--- src/rtl/fir_pkg.sv ---
// Shared constants, types and helpers of the flash identity and register read block.
package fir_pkg;

  // Instruction codes served by this block.
  localparam logic [7:0] CMD_QUAD_ID = 8'haf;
  localparam logic [7:0] CMD_PTAB = 8'h5a;
  localparam logic [7:0] CMD_UID = 8'h4b;
  localparam logic [7:0] CMD_ST1 = 8'h05;
  localparam logic [7:0] CMD_ST2 = 8'h07;
  localparam logic [7:0] CMD_CF1 = 8'h35;
  localparam logic [7:0] CMD_CF2 = 8'h15;
  localparam logic [7:0] CMD_CF3 = 8'h33;

  // Field positions inside the configuration registers.
  localparam int FOUR_LINE_POS = 3;
  localparam int QUAD_DATA_POS = 1;
  localparam int ADDR_LEN_POS = 0;
  localparam int LAT_MSB = 3;

  // Phase lengths in bits, clocks or bytes.
  localparam logic [5:0] CMD_BITS = 6'h08;
  localparam logic [5:0] ADDR3_BITS = 6'h18;
  localparam logic [5:0] ADDR4_BITS = 6'h20;
  localparam logic [5:0] UID_DUMMY = 6'h20;
  localparam logic [3:0] ID_BYTES = 4'h3;
  localparam logic [3:0] UID_BYTES = 4'h8;

  // Values after reset and output-enable patterns.
  localparam logic [7:0] PCFG3_FACTORY = 8'h08;
  localparam logic [5:0] SYNC_RST = 6'h01;
  localparam logic [3:0] OE_OFF = 4'hf;
  localparam logic [3:0] OE_QUAD = 4'h0;
  localparam logic [3:0] OE_SINGLE = 4'hd;

  // Parameter-table prefetch buffer shape.
  localparam int BYTE_W = 8;
  localparam int FIFO_DEPTH = 4;

  // Command sequencer states.
  typedef enum logic [2:0] {
    ST_CMD = 3'b000,
    ST_ADDR = 3'b001,
    ST_DUMMY = 3'b010,
    ST_OUT = 3'b011,
    ST_SKIP = 3'b100
  } fir_state_t;

  // Clocks needed for a field of the given bit count on one or four lines.
  function automatic logic [5:0] fir_clocks(input logic [5:0] bits, input logic quad);
    return quad ? {2'b00, bits[5:2]} : bits;
  endfunction : fir_clocks

endpackage : fir_pkg

--- src/rtl/fir_cmd_reader.sv ---
// Serial flash command reader for identity, parameter table, serial number and register reads.
//
// Summary of operation
// RQ1 - Quad identity read needs four-line or quad mode.
// RQ2 - Host sends quad identity code on proper lines.
// RQ3 - Quad identity returns maker, two part bytes.
// RQ4 - Past identity undefined; chip select end stops driving.
// RQ5 - Table read: code, 3/4-byte address, latency dummies.
// RQ6 - Table bytes leave MSB first after dummies.
// RQ7 - Address picks the starting table byte.
// RQ8 - Continued clocking returns successive table bytes.
// RQ9 - Host keeps single-line table read under 133 MHz.
// RQ10 - Host should keep latency at eight; the bench also runs a four-line table read at latency two.
// RQ11 - Persistent latency is eight from factory.
// RQ12 - Four-line mode table read uses four lines.
// RQ13 - Serial read waits 32 dummy clocks.
// RQ14 - Data lines ignored during dummy clocks.
// RQ15 - Serial read returns eight fixed serial bytes.
// RQ16 - First status read works any time.
// RQ17 - Each further byte resamples the register.
// RQ18 - Host limits four-line status read rate.
// RQ19 - Second status read works any time, repeats.
// RQ20 - Host uses general read in four-line mode.
// RQ21 - Config reads return three registers, repeating.
// RQ22 - Refused quad identity leaves lines undriven.
`timescale 1ns/100ps
`default_nettype none
module fir_cmd_reader #(
  // Identity values; these defaults are arbitrary.
  parameter logic [7:0] MAKER_ID = 8'h3c,
  parameter logic [15:0] PART_ID = 16'h5a01,
  parameter logic [63:0] UNIQUE_SERIAL = 64'h0123_4567_89ab_cdef
) (
  // Clock and reset.
  input wire logic mclk,
  input wire logic sys_rst,
  // Serial link pins.
  input wire logic cs_n,
  input wire logic sck,
  input wire logic [3:0] io_in,
  output logic [3:0] io_out,
  output logic [3:0] io_oe_n,
  // Volatile registers held elsewhere in the device.
  input wire logic [7:0] volatile_status_one,
  input wire logic [7:0] volatile_status_two,
  input wire logic [7:0] volatile_config_one,
  input wire logic [7:0] volatile_config_two,
  input wire logic [7:0] volatile_config_three,
  // Persistent latency setting.
  input wire logic pcfg3_load,
  input wire logic [7:0] pcfg3_data,
  output logic [7:0] persistent_config_three,
  // Parameter-table fetch port.
  output logic [31:0] ptab_addr,
  input wire logic ptab_valid,
  output logic ptab_ready,
  input wire logic [7:0] ptab_data
);

  ////////////////////////////////////////////////////////////////////////////
  // Pin synchronisation and clock edge detection.

  logic [5:0] pins_sync;
  logic s_cs_n;
  logic s_sck;
  logic [3:0] s_io;
  logic sck_d;
  logic rise;
  logic fall;

  fir_sync #(.W(6), .RST(fir_pkg::SYNC_RST)) u_sync (
    .clk(mclk),
    .rst(sys_rst),
    .d({io_in, sck, cs_n}),
    .q(pins_sync)
  );

  assign s_cs_n = pins_sync[0];
  assign s_sck = pins_sync[1];
  assign s_io = pins_sync[5:2];

  // Delayed copy of the synchronised clock for edge finding.
  always_ff @(posedge mclk or posedge sys_rst) begin
    if (sys_rst) begin
      sck_d <= 1'b0;
    end else begin
      sck_d <= s_sck;
    end
  end

  // Edges only count inside a frame.
  assign rise = s_sck && !sck_d && !s_cs_n;
  assign fall = !s_sck && sck_d && !s_cs_n;

  ////////////////////////////////////////////////////////////////////////////
  // Mode decode.

  logic four_line;
  logic quad_data;
  logic [5:0] addr_bits;
  logic [5:0] latency;

  assign four_line = volatile_config_two[fir_pkg::FOUR_LINE_POS];
  assign quad_data = volatile_config_one[fir_pkg::QUAD_DATA_POS];
  assign addr_bits = volatile_config_two[fir_pkg::ADDR_LEN_POS] ? fir_pkg::ADDR4_BITS : fir_pkg::ADDR3_BITS; // RQ5
  assign latency = {2'b00, volatile_config_three[fir_pkg::LAT_MSB:0]}; // RQ5

  ////////////////////////////////////////////////////////////////////////////
  // Command sequencer.

  fir_pkg::fir_state_t state;
  logic [5:0] cnt;
  logic [5:0] dummy_len;
  logic [7:0] cmd;
  logic [7:0] next_cmd;
  logic [31:0] addr;
  logic [31:0] next_addr;
  logic cmd_done;
  logic addr_done;
  logic dummy_done;
  logic wide;
  logic fetch_on;

  // Instruction bits arrive on four lines only in four-line command mode.
  assign next_cmd = four_line ? {cmd[3:0], s_io} : {cmd[6:0], s_io[0]}; // RQ12
  assign next_addr = four_line ? {addr[27:0], s_io} : {addr[30:0], s_io[0]};
  assign cmd_done = (cnt + 6'h01) == fir_pkg::fir_clocks(fir_pkg::CMD_BITS, four_line);
  assign addr_done = (cnt + 6'h01) == fir_pkg::fir_clocks(addr_bits, four_line);
  assign dummy_done = (cnt + 6'h01) == dummy_len;

  // Phase walk on each rising clock edge; a high chip select aborts at once.
  always_ff @(posedge mclk or posedge sys_rst) begin
    if (sys_rst) begin
      state <= fir_pkg::ST_CMD;
      cnt <= 6'h00;
      dummy_len <= 6'h00;
      cmd <= 8'h00;
      addr <= 32'h0000_0000;
      wide <= 1'b0;
    end else if (s_cs_n) begin
      state <= fir_pkg::ST_CMD; // RQ4
      cnt <= 6'h00;
      cmd <= 8'h00;
      addr <= 32'h0000_0000;
    end else if (rise) begin
      cnt <= cnt + 6'h01;
      unique case (state)
        fir_pkg::ST_CMD: begin
          cmd <= next_cmd;
          if (cmd_done) begin
            cnt <= 6'h00;
            wide <= four_line;
            unique case (next_cmd)
              fir_pkg::CMD_QUAD_ID: begin
                // Refused quad identity reads stay silent until chip select rises.
                if (four_line || quad_data) begin
                  state <= fir_pkg::ST_OUT; // RQ1
                  wide <= 1'b1; // RQ3
                end else begin
                  state <= fir_pkg::ST_SKIP; // RQ22
                end
              end
              fir_pkg::CMD_PTAB: begin
                state <= fir_pkg::ST_ADDR; // RQ5
              end
              fir_pkg::CMD_UID: begin
                state <= fir_pkg::ST_DUMMY;
                dummy_len <= fir_pkg::UID_DUMMY; // RQ13
              end
              fir_pkg::CMD_ST1, fir_pkg::CMD_ST2, fir_pkg::CMD_CF1, fir_pkg::CMD_CF2, fir_pkg::CMD_CF3: begin
                state <= fir_pkg::ST_OUT; // RQ16 RQ19 RQ21
              end
              default: begin
                state <= fir_pkg::ST_SKIP;
              end
            endcase
          end
        end
        fir_pkg::ST_ADDR: begin
          addr <= next_addr;
          if (addr_done) begin
            cnt <= 6'h00;
            dummy_len <= latency;
            state <= (latency == 6'h00) ? fir_pkg::ST_OUT : fir_pkg::ST_DUMMY; // RQ5
          end
        end
        fir_pkg::ST_DUMMY: begin
          // Lines are not looked at here, so a floating bus does no harm.
          if (dummy_done) begin
            cnt <= 6'h00; // RQ14
            state <= fir_pkg::ST_OUT;
          end
        end
        fir_pkg::ST_OUT, fir_pkg::ST_SKIP: begin
          cnt <= 6'h00;
        end
        default: begin
          state <= fir_pkg::ST_SKIP;
        end
      endcase
    end
  end

  ////////////////////////////////////////////////////////////////////////////
  // Parameter-table prefetch.

  logic fifo_in_ready;
  logic fifo_out_valid;
  logic [7:0] fifo_out_data;
  logic fifo_pop;
  logic ptab_take;

  assign ptab_ready = fetch_on && fifo_in_ready;
  assign ptab_take = ptab_valid && ptab_ready;

  // The address jumps to the host's start byte, then climbs one per byte fetched.
  always_ff @(posedge mclk or posedge sys_rst) begin
    if (sys_rst) begin
      ptab_addr <= 32'h0000_0000;
      fetch_on <= 1'b0;
    end else if (s_cs_n) begin
      fetch_on <= 1'b0;
    end else if (rise && state == fir_pkg::ST_ADDR && addr_done) begin
      ptab_addr <= (addr_bits == fir_pkg::ADDR4_BITS) ? next_addr : {8'h00, next_addr[23:0]}; // RQ7
      fetch_on <= 1'b1;
    end else if (ptab_take) begin
      ptab_addr <= ptab_addr + 32'h0000_0001; // RQ8
    end
  end

  fir_fifo #(.W(fir_pkg::BYTE_W), .D(fir_pkg::FIFO_DEPTH)) u_fifo (
    .clk(mclk),
    .rst(sys_rst),
    .flush(s_cs_n),
    .in_valid(ptab_valid && fetch_on),
    .in_ready(fifo_in_ready),
    .in_data(ptab_data),
    .out_valid(fifo_out_valid),
    .out_ready(fifo_pop),
    .out_data(fifo_out_data)
  );

  ////////////////////////////////////////////////////////////////////////////
  // Output shifter on falling clock edges.

  logic [2:0] out_cnt;
  logic [2:0] out_last;
  logic [3:0] byte_idx;
  logic [7:0] shreg;
  logic [7:0] next_byte;
  logic load;
  logic [7:0] next_shreg;
  logic drive;

  assign out_last = wide ? 3'h1 : 3'h7;
  assign load = fall && (state == fir_pkg::ST_OUT) && (out_cnt == 3'h0);
  assign fifo_pop = load && (cmd == fir_pkg::CMD_PTAB) && fifo_out_valid;
  assign next_shreg = load ? next_byte : (wide ? {shreg[3:0], 4'h0} : {shreg[6:0], 1'b0});

  // Byte source; registers are sampled at each byte start so repeats are fresh.
  always_comb begin
    next_byte = 8'h00;
    unique case (cmd)
      fir_pkg::CMD_QUAD_ID: begin
        if (byte_idx == 4'h0) begin
          next_byte = MAKER_ID; // RQ3
        end else if (byte_idx == 4'h1) begin
          next_byte = PART_ID[15:8];
        end else if (byte_idx < fir_pkg::ID_BYTES) begin
          next_byte = PART_ID[7:0];
        end
      end
      fir_pkg::CMD_UID: begin
        if (byte_idx < fir_pkg::UID_BYTES) begin
          next_byte = UNIQUE_SERIAL[8 * (7 - byte_idx[2:0]) +: 8]; // RQ15
        end
      end
      fir_pkg::CMD_PTAB: next_byte = fifo_out_data; // RQ6
      fir_pkg::CMD_ST1: next_byte = volatile_status_one; // RQ17
      fir_pkg::CMD_ST2: next_byte = volatile_status_two; // RQ19
      fir_pkg::CMD_CF1: next_byte = volatile_config_one; // RQ21
      fir_pkg::CMD_CF2: next_byte = volatile_config_two;
      fir_pkg::CMD_CF3: next_byte = volatile_config_three;
      default: next_byte = 8'h00;
    endcase
  end

  // Shift register, bit counter and byte index.
  always_ff @(posedge mclk or posedge sys_rst) begin
    if (sys_rst) begin
      out_cnt <= 3'h0;
      byte_idx <= 4'h0;
      shreg <= 8'h00;
    end else if (s_cs_n) begin
      out_cnt <= 3'h0;
      byte_idx <= 4'h0;
    end else if (fall && state == fir_pkg::ST_OUT) begin
      shreg <= next_shreg; // RQ6
      out_cnt <= (out_cnt == out_last) ? 3'h0 : out_cnt + 3'h1;
      if (load && byte_idx != 4'hf) begin
        byte_idx <= byte_idx + 4'h1; // RQ8
      end
    end
  end

  // Pin drivers; data leaves MSB first, on io1 alone or on all four lines.
  always_ff @(posedge mclk or posedge sys_rst) begin
    if (sys_rst) begin
      io_out <= 4'h0;
      io_oe_n <= fir_pkg::OE_OFF;
      drive <= 1'b0;
    end else if (s_cs_n || state != fir_pkg::ST_OUT) begin
      io_oe_n <= fir_pkg::OE_OFF; // RQ4 RQ22
      drive <= 1'b0;
    end else if (fall) begin
      io_out <= wide ? next_shreg[7:4] : {2'b00, next_shreg[7], 1'b0};
      io_oe_n <= wide ? fir_pkg::OE_QUAD : fir_pkg::OE_SINGLE; // RQ12
      drive <= 1'b1;
    end
  end

  ////////////////////////////////////////////////////////////////////////////
  // Persistent latency setting.

  // Factory state shows eight dummy clocks; a later write may replace it.
  always_ff @(posedge mclk or posedge sys_rst) begin
    if (sys_rst) begin
      persistent_config_three <= fir_pkg::PCFG3_FACTORY; // RQ11
    end else if (pcfg3_load) begin
      persistent_config_three <= pcfg3_data;
    end
  end
endmodule : fir_cmd_reader
`default_nettype wire

--- src/rtl/fir_fifo.sv ---
// Small valid/ready FIFO used to prefetch parameter-table bytes.
`timescale 1ns/100ps
`default_nettype none
module fir_fifo #(
  parameter int W = 8,
  parameter int D = 4
) (
  // Clock, reset and frame flush.
  input wire logic clk,
  input wire logic rst,
  input wire logic flush,
  // Filling side.
  input wire logic in_valid,
  output logic in_ready,
  input wire logic [W-1:0] in_data,
  // Draining side.
  output logic out_valid,
  input wire logic out_ready,
  output logic [W-1:0] out_data
);

  localparam int AW = $clog2(D);

  logic [W-1:0] mem [D];
  logic [AW:0] wr_ptr;
  logic [AW:0] rd_ptr;

  // Full when pointers differ only in the wrap bit, empty when equal.
  assign in_ready = !((wr_ptr[AW] != rd_ptr[AW]) && (wr_ptr[AW-1:0] == rd_ptr[AW-1:0]));
  assign out_valid = (wr_ptr != rd_ptr);
  assign out_data = mem[rd_ptr[AW-1:0]];

  // Storage write.
  always_ff @(posedge clk) begin
    if (in_valid && in_ready) begin
      mem[wr_ptr[AW-1:0]] <= in_data;
    end
  end

  // Pointers; a flush empties the buffer at the end of a frame.
  always_ff @(posedge clk or posedge rst) begin
    if (rst) begin
      wr_ptr <= '0;
      rd_ptr <= '0;
    end else if (flush) begin
      wr_ptr <= '0;
      rd_ptr <= '0;
    end else begin
      if (in_valid && in_ready) begin
        wr_ptr <= wr_ptr + 1'b1;
      end
      if (out_valid && out_ready) begin
        rd_ptr <= rd_ptr + 1'b1;
      end
    end
  end

endmodule : fir_fifo
`default_nettype wire

--- src/rtl/fir_sync.sv ---
// Two-stage synchroniser for pins that arrive from outside the mclk domain.
`timescale 1ns/100ps
`default_nettype none
module fir_sync #(
  parameter int W = 6,
  parameter logic [W-1:0] RST = '0
) (
  // Clock and reset.
  input wire logic clk,
  input wire logic rst,
  // Raw pins and their synchronised copy.
  input wire logic [W-1:0] d,
  output logic [W-1:0] q
);

  logic [W-1:0] meta;

  // The first stage feeds only the second stage.
  always_ff @(posedge clk or posedge rst) begin
    if (rst) begin
      meta <= RST;
      q <= RST;
    end else begin
      meta <= d;
      q <= meta;
    end
  end

endmodule : fir_sync
`default_nettype wire
--- config.mk ---
export PLATFORM = sky130hd
export DESIGN_NAME = fir_cmd_reader
export DESIGN_NICKNAME = d
export VERILOG_FILES = /design/src/rtl/fir_pkg.sv /design/src/rtl/fir_cmd_reader.sv /design/src/rtl/fir_fifo.sv /design/src/rtl/fir_sync.sv
export SDC_FILE = /design/constraint.sdc
export NUM_CORES = 1
export LEC_CHECK = 0
export BUFFER_PORTS_ARGS = -buffer_cell sky130_fd_sc_hd__buf_2
export CORE_ASPECT_RATIO = 0.5
export CORE_MARGIN = 8
export CORE_UTILIZATION = 52
export CTS_CLUSTER_SIZE = 40
export DETAILED_ROUTE_END_ITERATION = 10
export HOLD_SLACK_MARGIN = 0.05
export PLACE_DENSITY = 0.73
export SLEW_MARGIN = 10
export SYNTH_ARGS = -nofsm -noshare
export SYNTH_HDL_FRONTEND = slang
export SYNTH_HIERARCHICAL = 1
export SYNTH_SLANG_ARGS = --single-unit
--- constraint.sdc ---
create_clock -name mclk -period 3.8 [get_ports mclk]
set_input_delay 0.38 -clock mclk [delete_from_list [all_inputs] [get_ports mclk]]
set_output_delay 0.38 -clock mclk [all_outputs]
set_load 0.005 [all_outputs]
==> metrics.cfg, run 1 <==
[timing]
hold_violations=0
slew_headroom_pct=34.1
slew_violations=0
setup_viol=0
worstMarginPinSlew_ns=0.989
timing.final.crit_share_pct=78.1
finalSetupTns_ns=0
rsz0062_at_grt=false
period_minus_slack_ns=2.97
fin_skew_ns=0.0121
fmax_mhz=337

[clock_tree]
ctsResizeCount=0
hold_buffers=6
ctsRootBufferMaster=clkbuf_16
numCtsBuffers=17
cts_tree=done
htree_levels=4
worstSkewPairLatency_ns=0.42
cts_buffer_depth=2
cts_sinks=166
clkTransAtPathRegs_ns=0.07
post-cts-setup-buffer-count=0

[setup_path]
startpoint_type=flop
crit_type=reg -> reg
rrSetupSlack_ns=0.83
crit_fanout=25
required_ns=4.16
r2r_start=state[0]
cp-end-kind=flop
crit_arrival_ns=3.33
r2r_cells=8
r2r_end=u_fifo/rd_ptr[0]
crit_start=state[0]
crit_end=u_fifo/rd_ptr[0]

[global_route]
grt_max_degree=65
antenna_found_initial=0
track_usage_pct=20.4
gr-total-overflow=0
first_global_vias=7300
grt_pass1_wl_um=37100

[power_and_ir_drop]
p_total_uw=3860
p_per_area_nw_per_um2=368
peakVddDrop_uv=309
p_leak_uw=0.00447

[yosys]
synth.net_count=978
synth-seq-cells=166
syn_area_per_cell_um2=10.1
seq_area_frac_synth_pct=47.6
synth_edf_count=32
yosys.cell_types.count=77
syn_area_um2=9080
yosys_most_used_dff=dfrtp_1
ys_async_sr_fraction_pct=80.7
synth_cells=897
ys_warn_count=6

[drt]
vias=7245
final_antenna_net_count=0
routed_wl_um=22300
routedWlPerCell_um=18.0
drc_errors=0
dr.pass1.iters=5
drt-initial-drc-count=473
via_per_inst=5.83

[floorplanning]
initial_core_util_pct=52.7
dieArea_um2=22200
die_x_um=203
core-area_um2=17200
fp.dieH_um=109
ioPinCount=115
row_count=34

[layout]
drive_gt1_share_pct=20.8
nets=1076
fillers=1446
antenna_cells=0
area_delta_synth_final_pct=15.3

[place]
dpl.hpwl_um=15700
place_congestion=0.893
portBuffers=114

[outcome]
run_status=completed

[min_path]
hold_class=in -> reg

[job]
maxCapViolations=0

## worst max-delay path, cell delays in order, from the launching register on
cell and delay (ns):
dfrtp_1 0.65, nand2b_1 0.20, or4_1 0.87, nor2_1 0.21, buf_4 0.18, and3_1 0.26
nor3b_1 0.27, o21ai_0 0.14, nand3_1 0.11
## cells in the mapped netlist, drive strengths merged (3+ instances only)
cell type / n / area share [%]
and3: 10 / 0.69
o211ai: 6 / 0.50
nand3: 26 / 1.6
a211oi: 7 / 0.58
nor2b: 9 / 0.62
xor2: 22 / 2.2
and2: 11 / 0.76
nor4: 4 / 0.28
or2: 4 / 0.28
and4: 7 / 0.72
edfxtp: 32 / 11
clkbuf: 34 / 1.4
a31oi: 9 / 0.76
nor3b: 10 / 0.83
mux2i: 41 / 4.6
nand2: 106 / 4.4
ha: 15 / 2.1
nor2: 41 / 1.7
a21boi: 4 / 0.33
a22o: 16 / 1.5
o21ai: 89 / 4.9
mux2: 21 / 2.6
mux4: 8 / 2.0
a21oi: 36 / 2.0
inv: 27 / 1.1
nor3: 14 / 0.83
nand3b: 8 / 0.66
dfrtp: 129 / 36
a41oi: 3 / 0.29
xnor2: 33 / 3.2
nand2b: 8 / 0.55
a22oi: 13 / 1.1
dfstp: 5 / 1.4
nand4: 19 / 1.3
o31ai: 3 / 0.25
a211o: 4 / 0.39
o22ai: 3 / 0.21
buf: 23 / 1.6
## cells in the final DEF, fill, tap and decap left out, types with 9 or more instances in the layout
master and n:
a21oi_1 36, a22o_1 16, a22oi_1 13, and2_1 11
and3_1 10, buf_2 114, buf_4 13, clkbuf_16 17
dfrtp_1 129, edfxtp_1 32, ha_1 15, inv_1 26
mux2_2 20, mux2i_1 40, nand2_1 104, nand3_1 25
nand4_1 19, nor2_1 41, nor2b_1 9, nor3_1 13
nor3b_1 10, o21ai_0 89, xnor2_1 33, xor2_1 21
## where the power goes
part           switching, µW  leakage [µW]  total, µW  internal (µW)
registers               37.6       0.00204       1880           1840
clock network            749      0.000289       1750            997
logic                    133       0.00214        232           98.6
total                    920       0.00447       3860           2940
## registers in the layout (all words and copies together) (netlist names), 4 cells and up
| name | cells |
|---|---|
| u_sync/q | 6 |
| io_out | 4 |
| u_fifo/mem | 32 |
| addr | 31 |
| byte_idx | 4 |
| cmd | 8 |
| ptab_addr | 32 |
| dummy_len | 5 |
| cnt | 6 |
| shreg | 7 |
| persistent_config_three | 8 |
| u_sync/meta | 6 |
## per-stage QoR
| step | area, µm² | instances | hold WS (ns) | utilization [%] | setup slack, ns |
|---|---|---|---|---|---|
| after floorplan | 9080 | 897 | 0.171 | - | 0.353 |
| after global placement | 9810 | 1203 | 0.334 | 57.0 | 0.940 |
| after detailed placement | 9810 | 1203 | 0.336 | 57.0 | 0.875 |
| after CTS | 10500 | 1241 | 0.0505 | 60.7 | 0.853 |
| after global routing | 10500 | 1242 | 0.159 | 60.8 | 0.581 |
| final | 10500 | 1242 | 0.171 | 60.8 | 0.832 |
## cell type report
type	instances	area [µm²]	share of cell area [%]
timing repair buffer	136	778	7.43
multi-input combinational	647	4390	41.9
clock buffer	19	443	4.23
inverter	27	104	0.991
tap	234	293	2.80
sequential	166	4320	41.2
clock inverter	13	148	1.41
## worst min-delay path by stage
stage | start | endpoint | slack [ns] | depth (start not counted)
after floorplan | sys_rst | u_fifo/rd_ptr[0] | 0.17 | 1
after global placement | u_sync/meta[2] | u_sync/q[2] | 0.33 | 0
after detailed placement | u_sync/meta[3] | u_sync/q[3] | 0.34 | 0
after CTS | io_in[1] | u_sync/meta[3] | 0.05 | 1
after global routing | ptab_data[3] | u_fifo/mem[3][3] | 0.16 | 1
final | ptab_data[0] | u_fifo/mem[2][0] | 0.17 | 1
## layer usage
| layer | vias up | GRT usage (%) | routed length [µm] |
|---|---|---|---|
| met2 | 212 | 34.7 | 10800 |
| met5 | - | 0 | 0 |
| met1 | 3548 | 26.5 | 10100 |
| met4 | 0 | 5.15 | 331 |
| li1 | 3455 | - | - |
| met3 | 30 | 4.56 | 1090 |
## logic make-up (layout without fill, tap and decap cells)
family | count (synthesis) | after routing | synth area share, %
AO/OA/AOI/OAI | 213 | 213 | 14.8
XOR/XNOR | 55 | 55 | 5.39
adder cells (fa/ha/maj) | 15 | 15 | 2.07
buffers and inverters | 84 | 195 | 4.13
flip-flops | 166 | 166 | 47.6
multiplexers | 70 | 70 | 9.19
AND/OR/NAND/NOR | 294 | 294 | 16.9
(Power assumes the default switching activity.)
==> run 2, diff against run 1 <==
- clock period: 3.8 -> 3.1 ns (I/O delays scaled with it)
==> metrics.cfg, run 2 (same netlist as run 1, synthesis figures left out) <==
[power_and_ir_drop]
swShare_pct=24.3
peakVddDrop_uv=403
p_clk_share_pct=42.8
p_sw_uw=1100
seq_power_share_pct=50.6
power.internal_uw=3440
p_per_area_nw_per_um2=433
p_total_uw=4540
p_leak_uw=0.00449
combPwrFrac_pct=6.6

[global_route]
met2_usage_pct=33.9
gr-total-overflow=0
grt_max_degree=42
track_usage_pct=20.7
first_global_vias=7417
grt.busiest_layer=met2
met3_usage_pct=4.65
gr-usage-met1_pct=26.9
antenna_found_initial=0
grt_pass1_wl_um=37500

[timing]
fin_skew_ns=0.0104
fmax_mhz=368
slew_headroom_pct=38.8
slew_violations=0
finalSetupTns_ns=0
timing.final.crit_share_pct=87.5
setup_viol=0
worst_slack_ns=0.386
period_minus_slack_ns=2.71
worstMarginPinSlew_ns=0.916
hold_violations=0
rsz0062_at_grt=false

[layout]
final_common_cell=dfrtp_1
finalNonFillerCells=1253
fillers=1417
nets=1087
area_delta_synth_final_pct=15.5
most-common-layout-cells=dfrtp_1 (129), buf_2 (114), nand2_1 (104)
antenna_cells=0
multi_input_area_um2=4390
register_area_um2=4320
drive_gt1_share_pct=21.6

[clock_tree]
htree_levels=4
numCtsBuffers=17
cts_tree=done
ctsRootBufferMaster=clkbuf_16
worstSkewPairLatency_ns=0.43
clkTransAtPathRegs_ns=0.06
cts_buffer_depth=2
cts_sinks=166
ctsResizeCount=0

[setup_path]
cp-end-kind=flop
r2r_start=cnt[1]
required_ns=3.41
r2r_cells=7
crit_start=cnt[1]
rrSetupSlack_ns=0.39
crit_fanout=6
crit_end=dummy_len[5]
crit_type=reg -> reg
startpoint_type=flop
crit_arrival_ns=3.03
r2r_end=dummy_len[5]

[floorplanning]
die_x_um=203
ioPinCount=115
core-area_um2=17200
dieArea_um2=22200
row_count=34
initial_core_util_pct=52.7
fp.dieH_um=109

[drt]
routedWlPerCell_um=18.0
drc_errors=0
routed_wl_um=22500
vias=7301
final_antenna_net_count=0
dr.pass1.iters=5
via_per_inst=5.83
drt-initial-drc-count=633

[place]
place_congestion=0.929
portBuffers=114
place_inst=1214
place_ws_ns=0.430
dpl.hpwl_um=16200

[min_path]
whs_path_depth=1
hold_class=in -> reg

[outcome]
run_status=completed

[job]
maxCapViolations=0

## run 2: cell type report
cell class | instances | share of cell area (%)
clock buffers | 21 | 4.33
clock inverters | 11 | 0.728
inverters | 27 | 1.00
multi-input cells | 647 | 41.9
flip-flops and latches | 166 | 41.2
well taps | 234 | 2.79
repair buffers | 147 | 8.09
## run 2: timing repair
item	4_1_cts	5_1_grt
setup endpoints to repair	0	0
hold buffers	7	0
buffers inserted	0	0
endpoints found under the hold margin	22	0
## run 2: worst max-delay path, cell delays in order, from the launching register on
cell and delay (ns):
dfrtp_1 0.46, ha_1 0.39, or2_2 0.33, mux2i_2 0.21
nand2_2 0.11, or3_1 0.37, a211o_1 0.41, mux2_4 0.32
## run 2: power by group through the flow
stage                     sequential [µW]  clock (µW)  combinational [µW]
final                                2300        1950                 300
after global routing                 2300        2080                 333
after CTS                            2290        1980                 302
after detailed placement             2340           0                 293
after global placement               2330           0                 286
after floorplan                      2320           0                 182
## run 2: how the worst min path moves through the flow
stage	slack, ns	start	endpoint
final	0.09	ptab_data[2]	u_fifo/mem[2][2]
after global routing	0.09	ptab_data[5]	u_fifo/mem[1][5]
after CTS	0.08	ptab_data[5]	u_fifo/mem[3][5]
after detailed placement	0.29	sys_rst	u_fifo/wr_ptr[2]
after global placement	0.29	sys_rst	u_fifo/wr_ptr[2]
after floorplan	0.10	sys_rst	u_fifo/rd_ptr[0]
## run 2: layer usage
metal  share of wire, %  wire (µm)
met4                2.2        493
met3                5.5       1240
met5                  0          0
met2                 47      10500
met1                 45      10200
## run 2: through the flow
step                      utilization [%]  area (µm²)  hold WS, ns
final                                60.9       10500       0.0935
after global routing                 60.9       10500       0.0853
after CTS                            60.9       10500       0.0829
after detailed placement             57.4        9890        0.287
after global placement               57.4        9890        0.286
after floorplan                         -        9090        0.101
